File: src/hdl/cache_maint_pkg.sv
/*
 cache_maint_pkg: geometry, register map, op codes and carriers for the
 cache line maintenance block.
 Assumes a 32-bit byte-addressed processor with a direct-mapped data cache.
*/
package cache_maint_pkg;
   localparam int ADDR_W    = 32;
   localparam int IMM_W     = 16;
   localparam int WORD_BITS = 2;                     // byte-offset bits, four bytes in a word
   localparam int WSEL_W    = 2;                     // four words per line
   localparam int LINE_W    = 3;                     // eight data lines
   localparam int LINE_LSB  = WORD_BITS + WSEL_W;
   localparam int TAG_LSB   = LINE_LSB + LINE_W;
   localparam int TAG_W     = ADDR_W - TAG_LSB;
   localparam int SUPER_BIT = 31;                    // top half is supervisor-only
   // register offsets
   localparam logic [4:0] OFS_STATUS  = 5'h00;
   localparam logic [4:0] OFS_CLEAR   = 5'h04;
   localparam logic [4:0] OFS_ENABLE  = 5'h08;
   localparam logic [4:0] OFS_CTRL    = 5'h0c;
   localparam logic [4:0] OFS_WBCOUNT = 5'h10;
   // event bit positions in status, clear and enable
   localparam int EV_DONE = 0;
   localparam int EV_EXC  = 1;
   localparam int EV_WB   = 2;
   localparam int EV_W    = 3;
   localparam int CTRL_SUPCHK = 0;
   // reset values
   localparam logic [EV_W-1:0] ENABLE_RST = 3'h0;
   localparam logic            SUPCHK_RST = 1'b1;

   typedef enum logic [2:0] {
      OP_FLUSH_IDX, OP_FLUSH_HIT, OP_INIT_IDX, OP_INIT_HIT, OP_ICACHE_INV, OP_PIPE_FLUSH
   } opKind_t;
   typedef enum logic [2:0] {
      EXC_NONE, EXC_SUPER_ADDR, EXC_FAST_MISS, EXC_DOUBLE_MISS, EXC_MPU_REGION
   } excCause_t;
   typedef struct packed {
      opKind_t           op;
      logic [31:0]       baseRegisterOperand;
      logic [IMM_W-1:0]  signedOffsetImmediate;
   } opReq_t;
   typedef struct packed {
      logic fastMiss;
      logic doubleMiss;
      logic mpuRegion;
   } xlateFault_t;
   typedef struct packed {
      logic [ADDR_W-1:0] addr;
      logic [31:0]       data;
   } memBeat_t;

   // base plus sign-extended immediate
   function automatic logic [ADDR_W-1:0] effAddr(input logic [31:0] b,
                                                 input logic [IMM_W-1:0] i);
      return b + {{(ADDR_W-IMM_W){i[IMM_W-1]}}, i};
   endfunction : effAddr
   function automatic logic [LINE_W-1:0] lineOf(input logic [ADDR_W-1:0] a);
      return a[LINE_LSB +: LINE_W];
   endfunction : lineOf
   function automatic logic [TAG_W-1:0] tagOf(input logic [ADDR_W-1:0] a);
      return a[TAG_LSB +: TAG_W];
   endfunction : tagOf
   function automatic logic [WSEL_W-1:0] wordOf(input logic [ADDR_W-1:0] a);
      return a[WORD_BITS +: WSEL_W];
   endfunction : wordOf
endpackage : cache_maint_pkg

File: src/hdl/cache_line_maintenance.sv
/*
 cache_line_maintenance: executes data-cache flush/invalidate by index or
 on hit, instruction-cache line invalidate and pipeline flush.
 Assumes the pipeline issues one op as a one-cycle opValid and waits for
 opDone; memory takes write-back beats with wbReady.
*/
// Added by the designer: the register offsets and strobed register access.
// How it works
// - address is base plus sign-extended immediate
// - flush by index picks line, no tag
// - flush by index writes dirty, then invalidates
// - processor stores mark line dirty
// - flush on hit compares stored tag
// - tag miss on hit ops does nothing
// - hit and dirty writes back, then invalidates
// - hit ops raise four exceptions: supervisor address and three translation faults
// - no data cache leaves the lines untouched, but hit ops still raise exceptions
// - icache line from base, unconditional invalidate
// - no icache makes icache invalidate nop
// - pipeline flush discards prefetched instructions
// - init by index picks line, no tag
// - init by index drops dirty data
`timescale 1ns/100ps
`default_nettype none
module cache_line_maintenance #(
   parameter bit DCACHE_PRESENT = 1'b1,
   parameter bit ICACHE_PRESENT = 1'b1,
   parameter int IC_LINE_W      = 4,
   parameter int IC_LINE_LSB    = 5
) (
   input  wire logic                                  clk,
   input  wire logic                                  rstn,
   input  wire logic                                  opValid,
   input  wire cache_maint_pkg::opReq_t               opReq,
   input  wire logic                                  userMode,
   input  wire cache_maint_pkg::xlateFault_t          xlateFault,
   output logic                                       stall,
   output logic                                       opDone,
   output logic                                       excValid,
   output cache_maint_pkg::excCause_t                 excCause,
   output logic                                       pipeFlush,
   output logic                                       icInvValid,
   output logic      [IC_LINE_W-1:0]                  icInvLine,
   input  wire logic                                  fillValid,
   input  wire logic                                  fillLast,
   input  wire cache_maint_pkg::memBeat_t             fillBeat,
   input  wire logic                                  storeValid,
   input  wire cache_maint_pkg::memBeat_t             storeBeat,
   output logic                                       wbValid,
   output cache_maint_pkg::memBeat_t                  wbBeat,
   input  wire logic                                  wbReady,
   input  wire logic [4:0]                            regAddr,
   input  wire logic [31:0]                           regWdata,
   input  wire logic                                  regWr,
   input  wire logic                                  regRd,
   output logic      [31:0]                           regRdata,
   output logic                                       irq
);
   import cache_maint_pkg::*;

   typedef enum logic [1:0] {ST_IDLE, ST_EXEC, ST_WB} state_t;

   state_t            state_r;
   opKind_t           op_r;
   logic [ADDR_W-1:0] ea_r;
   logic [31:0]       base_r;
   logic              user_r;
   xlateFault_t       fault_r;
   logic [EV_W-1:0]   status_r;
   logic [EV_W-1:0]   enable_r;
   logic              supChk_r;
   logic [31:0]       wbCount_r;
   logic              accept;
   logic              isData;
   logic              isHit;
   logic              isFlush;
   logic              tagHit;
   logic              selLine;
   logic              needWb;
   logic              wbStart;
   logic              wbDone;
   logic              invValid;
   logic              finish;
   excCause_t         cause;
   logic [EV_W-1:0]   events;
   logic [TAG_W-1:0]  rdTag;
   logic              rdValid;
   logic              rdDirty;
   logic [31:0]       rdData;
   logic [WSEL_W-1:0] wordSel;

   assign accept = opValid && state_r == ST_IDLE;

   // op decode
   assign isData  = op_r inside {OP_FLUSH_IDX, OP_FLUSH_HIT, OP_INIT_IDX, OP_INIT_HIT};
   assign isHit   = op_r inside {OP_FLUSH_HIT, OP_INIT_HIT};
   assign isFlush = op_r inside {OP_FLUSH_IDX, OP_FLUSH_HIT};
   assign tagHit  = rdValid && rdTag == tagOf(ea_r);

   // exceptions only for the on-hit ops, in fixed priority
   always_comb begin
      cause = EXC_NONE;
      if (isHit) begin
         if (supChk_r && user_r && ea_r[SUPER_BIT]) cause = EXC_SUPER_ADDR;
         else if (fault_r.fastMiss)                  cause = EXC_FAST_MISS;
         else if (fault_r.doubleMiss)                cause = EXC_DOUBLE_MISS;
         else if (fault_r.mpuRegion)                 cause = EXC_MPU_REGION;
      end
   end

   // index ops take the line blindly, hit ops need a tag match
   assign selLine  = DCACHE_PRESENT && isData && cause == EXC_NONE
                     && (!isHit || tagHit);
   assign needWb   = selLine && isFlush && rdDirty;
   assign wbStart  = state_r == ST_EXEC && needWb;
   // invalidate in the execute cycle when no write-back is needed, else only after the last beat is taken
   assign invValid = (state_r == ST_EXEC && selLine && !needWb)
                     || (state_r == ST_WB && wbDone);
   assign finish   = (state_r == ST_EXEC && !needWb) || (state_r == ST_WB && wbDone);

   // latch the op and form its effective address
   always_ff @(posedge clk or negedge rstn) begin
      if (!rstn) begin
         op_r    <= OP_PIPE_FLUSH;
         ea_r    <= '0;
         base_r  <= '0;
         user_r  <= 1'b0;
         fault_r <= '0;
      end else if (accept) begin
         op_r    <= opReq.op;
         ea_r    <= effAddr(opReq.baseRegisterOperand, opReq.signedOffsetImmediate);
         base_r  <= opReq.baseRegisterOperand;
         user_r  <= userMode;
         fault_r <= xlateFault;
      end
   end

   // sequencer
   always_ff @(posedge clk or negedge rstn) begin
      if (!rstn) begin
         state_r <= ST_IDLE;
      end else begin
         case (state_r)
            ST_IDLE: if (accept) state_r <= ST_EXEC;
            ST_EXEC: state_r <= needWb ? ST_WB : ST_IDLE;
            ST_WB:   if (wbDone) state_r <= ST_IDLE;
            default: state_r <= ST_IDLE;
         endcase
      end
   end

   // pipeline handshake: stall from acceptance to completion
   always_ff @(posedge clk or negedge rstn) begin
      if (!rstn) begin
         stall    <= 1'b0;
         opDone   <= 1'b0;
         excValid <= 1'b0;
         excCause <= EXC_NONE;
      end else begin
         opDone   <= finish;
         excValid <= state_r == ST_EXEC && cause != EXC_NONE;
         excCause <= state_r == ST_EXEC ? cause : EXC_NONE;
         if (accept) stall <= 1'b1;
         else if (finish) stall <= 1'b0;
      end
   end

   // instruction-side side effects
   always_ff @(posedge clk or negedge rstn) begin
      if (!rstn) begin
         pipeFlush  <= 1'b0;
         icInvValid <= 1'b0;
         icInvLine  <= '0;
      end else begin
         pipeFlush  <= state_r == ST_EXEC && op_r == OP_PIPE_FLUSH;
         icInvValid <= ICACHE_PRESENT && state_r == ST_EXEC
                       && op_r == OP_ICACHE_INV;
         if (state_r == ST_EXEC) icInvLine <= base_r[IC_LINE_LSB +: IC_LINE_W];
      end
   end

   line_tag_store uStore (
      .clk        (clk),
      .rstn       (rstn),
      .rdLine     (lineOf(ea_r)),
      .rdWord     (wordSel),
      .rdTag      (rdTag),
      .rdValid    (rdValid),
      .rdDirty    (rdDirty),
      .rdData     (rdData),
      .fillValid  (fillValid),
      .fillLast   (fillLast),
      .fillBeat   (fillBeat),
      .storeValid (storeValid),
      .storeBeat  (storeBeat),
      .invValid   (invValid),
      .invLine    (lineOf(ea_r))
   );

   // write-back goes to the address the stored tag names
   writeback_engine uWb (
      .clk       (clk),
      .rstn      (rstn),
      .start     (wbStart),
      .lineBase  ({rdTag, lineOf(ea_r), {LINE_LSB{1'b0}}}),
      .wordSel   (wordSel),
      .wordData  (rdData),
      .beatValid (wbValid),
      .beat      (wbBeat),
      .beatReady (wbReady),
      .done      (wbDone)
   );

   // sticky events; a new event beats a clear in the same cycle
   assign events = {wbDone, state_r == ST_EXEC && cause != EXC_NONE, finish};

   always_ff @(posedge clk or negedge rstn) begin
      if (!rstn) begin
         status_r <= '0;
      end else begin
         status_r <= (status_r & ~((regWr && regAddr == OFS_CLEAR) ? regWdata[EV_W-1:0] : '0))
                     | events;
      end
   end

   // software-written control
   always_ff @(posedge clk or negedge rstn) begin
      if (!rstn) begin
         enable_r <= ENABLE_RST;
         supChk_r <= SUPCHK_RST;
      end else if (regWr) begin
         if (regAddr == OFS_ENABLE) enable_r <= regWdata[EV_W-1:0];
         if (regAddr == OFS_CTRL)   supChk_r <= regWdata[CTRL_SUPCHK];
      end
   end

   // write-back counter
   always_ff @(posedge clk or negedge rstn) begin
      if (!rstn) wbCount_r <= '0;
      else if (wbDone) wbCount_r <= wbCount_r + 32'h1;
   end

   // read data for one cycle only, zero elsewhere and for unmapped offsets
   always_ff @(posedge clk or negedge rstn) begin
      if (!rstn) begin
         regRdata <= '0;
      end else if (regRd) begin
         case (regAddr)
            OFS_STATUS:  regRdata <= {{(32-EV_W){1'b0}}, status_r};
            OFS_ENABLE:  regRdata <= {{(32-EV_W){1'b0}}, enable_r};
            OFS_CTRL:    regRdata <= {31'h0, supChk_r};
            OFS_WBCOUNT: regRdata <= wbCount_r;
            default:     regRdata <= '0;
         endcase
      end else begin
         regRdata <= '0;
      end
   end

   // interrupt level
   always_ff @(posedge clk or negedge rstn) begin
      if (!rstn) irq <= 1'b0;
      else       irq <= |(status_r & enable_r);
   end

   a_ea_form: assert property (@(posedge clk) disable iff (!rstn)
      accept |=> ea_r == $past(opReq.baseRegisterOperand)
         + {{16{$past(opReq.signedOffsetImmediate[15])}}, $past(opReq.signedOffsetImmediate)})
      else $error("effective address wrong");
   a_idx_flush_wb: assert property (@(posedge clk) disable iff (!rstn)
      state_r == ST_EXEC && op_r == OP_FLUSH_IDX && DCACHE_PRESENT && rdDirty
      |=> wbValid && wbBeat.addr == {$past(rdTag), $past(lineOf(ea_r)), 4'h0})
      else $error("dirty line not written back by index flush");
   a_miss_idle: assert property (@(posedge clk) disable iff (!rstn)
      state_r == ST_EXEC && isHit && !tagHit |-> !invValid && !wbStart ##1 !wbValid)
      else $error("tag miss acted on line");
   a_idx_no_exc: assert property (@(posedge clk) disable iff (!rstn)
      state_r == ST_EXEC && !isHit |=> !excValid)
      else $error("exception from non-hit op");
   a_no_dcache: assert property (@(posedge clk) disable iff (!rstn)
      !DCACHE_PRESENT |-> !wbValid && !invValid)
      else $error("data op acted without data cache");
   a_icache_inv: assert property (@(posedge clk) disable iff (!rstn)
      accept && opReq.op == OP_ICACHE_INV && ICACHE_PRESENT |-> ##2 icInvValid
         && icInvLine == $past(opReq.baseRegisterOperand[IC_LINE_LSB +: IC_LINE_W], 2)
         && !excValid)
      else $error("icache line not invalidated");
   a_no_icache: assert property (@(posedge clk) disable iff (!rstn)
      !ICACHE_PRESENT |-> !icInvValid)
      else $error("icache invalidate without icache");
   a_pipe_flush: assert property (@(posedge clk) disable iff (!rstn)
      accept && opReq.op == OP_PIPE_FLUSH |-> ##2 pipeFlush && opDone && !excValid)
      else $error("pipeline flush missing");
   a_init_no_wb: assert property (@(posedge clk) disable iff (!rstn)
      state_r == ST_EXEC && !isFlush |-> !wbStart)
      else $error("init op wrote back");
   a_wb_stalls: assert property (@(posedge clk) disable iff (!rstn)
      wbValid |-> stall && !opDone && state_r == ST_WB)
      else $error("write-back not under stall");
endmodule : cache_line_maintenance
`default_nettype wire

File: src/hdl/line_tag_store.sv
/*
 line_tag_store: tag, valid, dirty and data flip-flops of the data cache.
 Assumes fills and stores come from the pipeline, which is stalled while a
 maintenance op runs, so invalidation never meets a store on the same line.
*/
`timescale 1ns/100ps
`default_nettype none
module line_tag_store (
   input  wire logic                                  clk,
   input  wire logic                                  rstn,
   input  wire logic [cache_maint_pkg::LINE_W-1:0]    rdLine,
   input  wire logic [cache_maint_pkg::WSEL_W-1:0]    rdWord,
   output logic      [cache_maint_pkg::TAG_W-1:0]     rdTag,
   output logic                                       rdValid,
   output logic                                       rdDirty,
   output logic      [31:0]                           rdData,
   input  wire logic                                  fillValid,
   input  wire logic                                  fillLast,
   input  wire cache_maint_pkg::memBeat_t             fillBeat,
   input  wire logic                                  storeValid,
   input  wire cache_maint_pkg::memBeat_t             storeBeat,
   input  wire logic                                  invValid,
   input  wire logic [cache_maint_pkg::LINE_W-1:0]    invLine
);
   import cache_maint_pkg::*;
   localparam int LINES = 1 << LINE_W;
   localparam int WORDS = 1 << WSEL_W;

   logic [TAG_W-1:0] tag_r   [LINES];
   logic [31:0]      data_r  [LINES][WORDS];
   logic [LINES-1:0] valid_r;
   logic [LINES-1:0] dirty_r;
   logic             storeHit;

   // a store only lands in a resident line
   assign storeHit = storeValid && valid_r[lineOf(storeBeat.addr)]
                     && tag_r[lineOf(storeBeat.addr)] == tagOf(storeBeat.addr);

   assign rdTag   = tag_r[rdLine];
   assign rdValid = valid_r[rdLine];
   assign rdDirty = dirty_r[rdLine];
   assign rdData  = data_r[rdLine][rdWord];

   // tag and data words, no reset needed
   always_ff @(posedge clk) begin
      if (fillValid) begin
         data_r[lineOf(fillBeat.addr)][wordOf(fillBeat.addr)] <= fillBeat.data;
         if (fillLast) tag_r[lineOf(fillBeat.addr)] <= tagOf(fillBeat.addr);
      end
      if (storeHit) data_r[lineOf(storeBeat.addr)][wordOf(storeBeat.addr)] <= storeBeat.data;
   end

   // per-line valid and dirty state
   for (genvar g = 0; g < LINES; g++) begin : gLine
      always_ff @(posedge clk or negedge rstn) begin
         if (!rstn) begin
            valid_r[g] <= 1'b0;
            dirty_r[g] <= 1'b0;
         end else if (invValid && invLine == g) begin
            valid_r[g] <= 1'b0;
            dirty_r[g] <= 1'b0;
         end else if (fillValid && fillLast && lineOf(fillBeat.addr) == g) begin
            valid_r[g] <= 1'b1;
            dirty_r[g] <= 1'b0;
         end else if (storeHit && lineOf(storeBeat.addr) == g) begin
            dirty_r[g] <= 1'b1;
         end
      end
   end

   a_store_dirty: assert property (@(posedge clk) disable iff (!rstn)
      storeHit && !invValid |=> dirty_r[$past(lineOf(storeBeat.addr))])
      else $error("store hit did not mark line dirty");
   a_inv_clean: assert property (@(posedge clk) disable iff (!rstn)
      invValid |=> !valid_r[$past(invLine)] && !dirty_r[$past(invLine)])
      else $error("invalidated line kept valid or dirty");
endmodule : line_tag_store
`default_nettype wire

File: src/hdl/writeback_engine.sv
/*
 writeback_engine: sends one dirty line to memory, word by word, with a
 valid/ready handshake; pulses done after the last word is taken.
 Assumes the line stays put in the store until done.
*/
`timescale 1ns/100ps
`default_nettype none
module writeback_engine (
   input  wire logic                                  clk,
   input  wire logic                                  rstn,
   input  wire logic                                  start,
   input  wire logic [cache_maint_pkg::ADDR_W-1:0]    lineBase,
   output logic      [cache_maint_pkg::WSEL_W-1:0]    wordSel,
   input  wire logic [31:0]                           wordData,
   output logic                                       beatValid,
   output cache_maint_pkg::memBeat_t                  beat,
   input  wire logic                                  beatReady,
   output logic                                       done
);
   import cache_maint_pkg::*;
   localparam logic [WSEL_W-1:0] LAST = '1;

   logic [WSEL_W-1:0] idx_r;
   logic [ADDR_W-1:0] base_r;

   // word to fetch for the next beat
   assign wordSel = start ? '0 : WSEL_W'(idx_r + 1'b1);

   // beat sequencing
   always_ff @(posedge clk or negedge rstn) begin
      if (!rstn) begin
         idx_r     <= '0;
         base_r    <= '0;
         beatValid <= 1'b0;
         beat      <= '0;
         done      <= 1'b0;
      end else begin
         done <= 1'b0;
         if (start) begin
            idx_r     <= '0;
            base_r    <= lineBase;
            beatValid <= 1'b1;
            beat      <= '{addr: lineBase, data: wordData};
         end else if (beatValid && beatReady) begin
            if (idx_r == LAST) begin
               beatValid <= 1'b0;
               done      <= 1'b1;
            end else begin
               idx_r <= wordSel;
               beat  <= '{addr: base_r + {{(ADDR_W-WSEL_W-WORD_BITS){1'b0}}, wordSel,
                                          {WORD_BITS{1'b0}}}, data: wordData};
            end
         end
      end
   end
endmodule : writeback_engine
`default_nettype wire

File: config.mk
export PLATFORM = sky130hd
export DESIGN_NAME = cache_line_maintenance
export DESIGN_NICKNAME = d
export VERILOG_FILES = /design/src/hdl/cache_maint_pkg.sv /design/src/hdl/cache_line_maintenance.sv /design/src/hdl/line_tag_store.sv /design/src/hdl/writeback_engine.sv
export SDC_FILE = /design/constraint.sdc
export NUM_CORES = 2
export LEC_CHECK = 0
export BUFFER_PORTS_ARGS = -buffer_cell sky130_fd_sc_hd__buf_4
export CORE_UTILIZATION = 30
export CTS_CLUSTER_SIZE = 14
export DETAILED_ROUTE_END_ITERATION = 7
export PLACE_DENSITY = 0.43
export SETUP_SLACK_MARGIN = 0.15
export SLEW_MARGIN = 20
export SYNTH_ARGS = -nofsm -noshare
export SYNTH_HDL_FRONTEND = slang
export SYNTH_SLANG_ARGS = --single-unit
File: constraint.sdc
create_clock -name clk -period 4.1 [get_ports clk]
set_input_delay 0.82 -clock clk [delete_from_list [all_inputs] [get_ports clk]]
set_output_delay 0.82 -clock clk [all_outputs]
set_load 0.05 [all_outputs]
# == Word level (Yosys, flattened, before mapping) ==
# Memories as Yosys holds them, arrays and structs flattened.
# Index checks and enable logic that the tools add are counted.
# classes
n_addsub,4
n_bitwise,7
eq_ne,38
muxes,88
n_reduce_logical,88
order_cmp,7
# op_table
op,count
$mux 128,2
$mux 64,3
$mux 32,5
$demux 32 s2,2
$pmux 32 s4,1
$bmux 32 s2,1
$mux 1,56
$eq 25x25->1,2
$logic_and 1x1->1,47
$eq 3x3->1 const B,14
$add 32x1->32 const B,1
$add 32x32->32,1
$add 32x4->32,1
$reduce_bool 3->1,9
$reduce_bool 2->1,13
$eq 3x2->1 const B,8
$mux 3,7
$logic_not 3->1,5
$mux 2,7
$eq 3x1->1 const B,4
$eq 5x4->1 const B,2
$reduce_and 2->1,5
$bmux 1 s3,3
$ge 3x3->1 const B,3
other kinds (20),30
# word_totals
input_bits,229
output_inout_bits,110
ramBits,1224
elab_cells,277
reg_bits,246
memories,2
# memory_table
memory,depth,width,rd,rd_clocked_by_memory_dff,write_ports,line_no,source
uStore.data_r,8,128,1,0,2,line_tag_store.sv:30,logic [31:0] data_r [LINES][WORDS];
uStore.tag_r,8,25,2,0,1,line_tag_store.sv:29,logic [TAG_W-1:0] tag_r [LINES];

# == Depth between registers and ports, before layout ==
# depth
word_depth,19
mapped_depth,16
mapped_depth_nobuf,11

# == Modules after synthesis ==
# From an unflattened synthesis, not the netlist that was laid out.
# hier_totals
hier_cells,4642
hier_area_um2,74720.4
# by_module_without_submodules
module,seq_area_each_um2,n_inst,cells_each,area_each_um2
line_tag_store,37155.6,1,3540,63657.3
cache_line_maintenance,3131.8,1,644,6437.4
writeback_engine,2502.4,1,458,4625.7

# == Worst setup path after synthesis ==
# OpenSTA, ideal clock, no wires.
# synth_path
path_kind,input to register
start,input storeBeat[37] (netlist name)
end,"memory uStore.data_r[4][100] (netlist name), enable pin"
t_required_ps,3711
t_arrival_ps,4034
cell_stages,13
setup_slack_ps,-323
setup_ps,389
path_buffers,4
cell_sequence,buf_2 > buf_1 > mux4_2 > mux2i_1 > xnor2_1 > nor4_1 > nand3_1 > nor3_1 > and3b_1 > clkbuf_1 > nand2_1 > buf_2 > nand2_1
# synth_rtl
item,line_no,source
start: declaration,cache_line_maintenance.sv:48,"input wire cache_maint_pkg::memBeat_t storeBeat,"
end: declaration,line_tag_store.sv:30,

# == Worst setup path after layout ==
# layout_path
start,register ea_r[5]
end,register uWb.beat[2] (netlist name)
# layout_between
elab_chain_len,16
word_cells_on_any_way,24
classes_between,eq/ne (2); mux (11); bitwise (1); reduce/logical (8); memory (2)
# layout_rtl
item,line_no,source
start: declaration,cache_line_maintenance.sv:65,logic [ADDR_W-1:0] ea_r;
start signal: assignment,cache_line_maintenance.sv:131,"ea_r <= effAddr(opReq.baseRegisterOperand, opReq.signedOffsetImmediate);"
$mem_v2 8x25 / $bmux 1 s3 (equally long branches),--,
$eq 25x25->1 / $mux 1 (equally long branches),"cache_line_maintenance.sv:98, line_tag_store.sv:40",
$logic_and 1x1->1,cache_line_maintenance.sv:98,assign tagHit = rdValid && rdTag == tagOf(ea_r);
$logic_or 1x1->1,cache_line_maintenance.sv:113,&& (!isHit || tagHit);
$logic_and 1x1->1,cache_line_maintenance.sv:113,
$logic_and 1x1->1 (2 in series),cache_line_maintenance.sv:114,assign needWb = selLine && isFlush && rdDirty;
$logic_and 1x1->1,cache_line_maintenance.sv:115,assign wbStart = state_r == ST_EXEC && needWb;
$mux 2,writeback_engine.sv:27,assign wordSel = start ? '0 : WSEL_W'(idx_r + 1'b1);
$not 2->3 (implied by the code),line_tag_store.sv:42,assign rdData = data_r[rdLine][rdWord];
$bmux 32 s2,line_tag_store.sv:42,
$mux 32 (implied by the code) (2 in series),line_tag_store.sv:42,
$mux 64,writeback_engine.sv:45,if (idx_r == LAST) begin
$mux 64,writeback_engine.sv:44,end else if (beatValid && beatReady) begin
$mux 64,writeback_engine.sv:39,if (start) begin
end signal: assignment,writeback_engine.sv:43,"beat <= '{addr: lineBase, data: wordData};"
end signal: assignment,writeback_engine.sv:50,"beat <= '{addr: base_r + {{(ADDR_W-WSEL_W-WORD_BITS){1'b0}}, wordSel,"
end: declaration,writeback_engine.sv:16,"output cache_maint_pkg::memBeat_t beat,"
# Parallel ways exist; a longest one is shown, timed or not. The select of a mux whose other input is x is not followed.
# A chain may end at the register's enable or synchronous reset.

==> flow_summary.toml <==
[run_status]
status = "finished, violations left"
violations = "design-rule violations"

[die]
dieArea_sq_mm = 0.242
rows = 179
coreArea_sq_mm = 0.238
dieWidth_um = 491
io_pins = 339
floorplan.initialDensity = 0.302
die_h_um = 491

[setup_path]
worstPathRequired_ps = 4790
r2r_slack_ps = 100
crit_path_start_kind = "flip-flop"
path_class = "reg -> reg"
r2r-start = "ea_r[5]$_DFFE_PN0P_"
r2r_end = "uWb.beat[2]$_DFFE_PN0P_"
rr_worst_depth = 19
worstPathArrival_ps = 4690
end_kind = "flip-flop"
cp_max_fo = 8

[route]
wire_per_inst_um = 31.0
vias_per_cell = 5.17
vias = 42900
drc = 84
routed_wl_um = 257000
postRouteAntennaNets = 0
drt-initial-drc-count = 3365
drt_first_pass_iters = 8

[synthesis]
yosys_register_bits = 1457
yosysUniqueCellTypes = 77
synth_flop_cell = "edfxtp_1"
syn-cell-area_sq_mm = 0.0719
syn_area_per_cell_sq_um = 16.0
yosysWarningCount = 0
synthCells = 4489
ys_seq_area_frac = 0.593
async_flop_share = 0.160
synth_edf_count = 1224

[min_path]
worstHoldPathType = "in -> reg"
hold_depth = 3
holdPathEnd = "user_r$_DFFE_PN0P_"
hp-start = "userMode"

[timing]
hold_viol = 0
tightest_slew_ps = 1010
slew_viol_final = 0
grt_setup_unrepaired = "yes"
clock.fmax_mhz = 250
fin_crit_ps = 4000
maxSlewHeadroom = 0.325
hold-worst-slack_ps = 208
setup_viol = 0
period_share = 0.977
fin_skew_ps = 59.4

[clock_network]
clk_latency_ps = 840
path_clk_slew_ps = 60
numCtsBuffers = 176
cts_tree = "built"
clockBufferDepth = 3
cts.sinks = 1457
root_buffer = "clkbuf_16"
cts.htree.levels = 4

[power_and_ir_drop]
peakVddDrop_uv = 322
powerDensity_mw_per_mm2 = 467
p_leak_nw = 31.9

[cells_and_area]
most-common-layout-cells = "edfxtp_1 (1224), mux2_2 (1074), buf_4 (520), mux4_2 (356), dfrtp_1 (226)"
syn_to_final_growth_pct = 23.6
drive_above_1_share = 0.511
final_common_cell = "edfxtp_1"
final_util = 0.373
final_nets = 5232

[global_routing]
antenna_found_initial = 22
grt_pass1_wl_um = 357000
grt_pass1_vias = 44700
met2_usage = 0.337
grt_usage = 0.209
overflow = 0
grtUsageMet1 = 0.287
grt_start_max_net_pins = 90
grt-busiest-layer = "met2"
grtUsageMet3 = 0.0374

[placed_design]
numPortBuffers = 303
place_congestion = 0.799
hpwlAfterDp_um = 165000

[flow_run]
max_cap_viol_count = 0
## worst max-delay path, stage by stage, from the launching register on
cell	delay, ps
dfrtp_4	580
buf_12	200
buf_12	150
nand3b_1	250
buf_4	200
o22ai_2	170
a221oi_2	50
buf_4	170
xnor2_2	130
nand4_1	100
nor4_2	60
buf_4	140
a21oi_4	440
buf_12	210
a21oi_4	70
buf_6	180
buf_12	140
buf_12	160
a221oi_4	310
o21ai_1	100
## synth_stat cells, types with 7 or more instances
cell	number	share of area
nor2b_1	10	0.00087
o21ai_0	68	0.0047
clkbuf_1	270	0.014
nand2b_1	7	0.00061
and2_1	39	0.0034
buf_4	13	0.0014
mux2_1	15	0.0024
xor2_1	30	0.0037
mux4_2	356	0.11
inv_1	51	0.0027
a221oi_2	18	0.0038
mux2i_1	60	0.0084
dfrtp_1	230	0.080
a21oi_1	56	0.0039
nand2_1	266	0.014
a221oi_1	25	0.0030
buf_2	137	0.0095
a21o_1	15	0.0016
mux2_2	1082	0.17
and3_1	49	0.0043
edfxtp_1	1224	0.51
o22ai_1	22	0.0019
buf_1	31	0.0016
nor2_1	100	0.0052
xnor2_1	74	0.0090
nand4_1	14	0.0012
a211oi_1	11	0.0011
nand3_1	23	0.0016
ha_1	32	0.0056
a21boi_0	32	0.0033
nor3_1	16	0.0011
nor4_1	14	0.0012
## worst max-delay path by stage
| stage | from | endpoint | slack, ps |
|---|---|---|---|
| after CTS | ea_r[5]$_DFFE_PN0P_ | uWb.beat[27]$_DFFE_PN0P_ | 100 |
| final | ea_r[5]$_DFFE_PN0P_ | uWb.beat[2]$_DFFE_PN0P_ | 100 |
| after detailed placement | storeBeat[36] | uStore.data_r[4][59]$_DFFE_PP_ | -1130 |
| after floorplan | storeBeat[37] | uStore.data_r[4][100]$_DFFE_PP_ | 170 |
| after global placement | storeBeat[36] | uStore.data_r[4][59]$_DFFE_PP_ | -1200 |
| after global routing | ea_r[5]$_DFFE_PN0P_ | uWb.beat[2]$_DFFE_PN0P_ | -20 |
## logic make-up after synthesis
logic type / count (synthesis) / share of synthesized area
adder cells (fa/ha/maj): 32 / 0.00557
AO/OA/AOI/OAI: 298 / 0.0295
buffers and inverters: 506 / 0.0297
XOR/XNOR: 104 / 0.0127
multiplexers: 1513 / 0.292
AND/OR/NAND/NOR: 578 / 0.0381
flip-flops: 1457 / 0.593
other: 1 / 0.0000522
## final cells by class
type,count,area (sq um)
clock buffers,243,4770
repair buffers,755,8470
fillers,22400,149000
inverters,53,199
multi-input cells,2528,28100
well taps,3167,3960
clock inverters,87,719
flip-flops and latches,1457,42600
diodes,11,27.5
## through the flow
| stage | instance area (sq um) | TNS (ps) | std cells | setup WS [ps] | total power [W] |
|---|---|---|---|---|---|
| 5_1_grt | 88800 | -33.7 | 8293 | -23.9 | 0.0430 |
| 2_1_floorplan | 72100 | 0 | 4490 | 168 | 0.0225 |
| 3_5_place_dp | 81700 | -1918440 | 7903 | -1130 | 0.0263 |
| 6_report | 88800 | 0 | 8301 | 96.2 | 0.0415 |
| 3_3_place_gp | 81700 | -2123450 | 7903 | -1200 | 0.0263 |
| 4_1_cts | 88100 | 0 | 8269 | 104 | 0.0418 |
## metal layers
layer | routed length (um) | up-vias
li1 | - | 18500
met1 | 115000 | 23000
met2 | 121000 | 1088
met3 | 13000 | 333
met4 | 7420 | 20
met5 | 105 | -
## power breakdown
group	internal (W)	switching [W]	leakage (nW)
Clock	0.00848	0.00663	2.67
Combinational	0.00384	0.00521	15.1
Sequential	0.0167	0.000620	14.1
## sequential cells by signal, indices dropped and copies added, names as in the netlist, 2 cells and up
register and flops:
status_r 3, excCause 3, state_r 2, base_r 4
uWb.beat 61, enable_r 3, op_r 3, icInvLine 4
uStore.valid_r 8, uWb.base_r 28, regRdata 32, ea_r 28
uStore.tag_r 200, wbCount_r 32, uStore.dirty_r 8, fault_r 3
uStore.data_r 1024
## what timing repair did
action                                  CTS  global route
hold buffers                              1             0
resized for setup                        98           103
setup endpoints to repair              2153          1750
setup buffers                            27            13
pin swaps                                10            30
gates cloned                              8             9
endpoints found under the hold margin    55             0
Note: power is estimated with default switching activity, not from simulation.
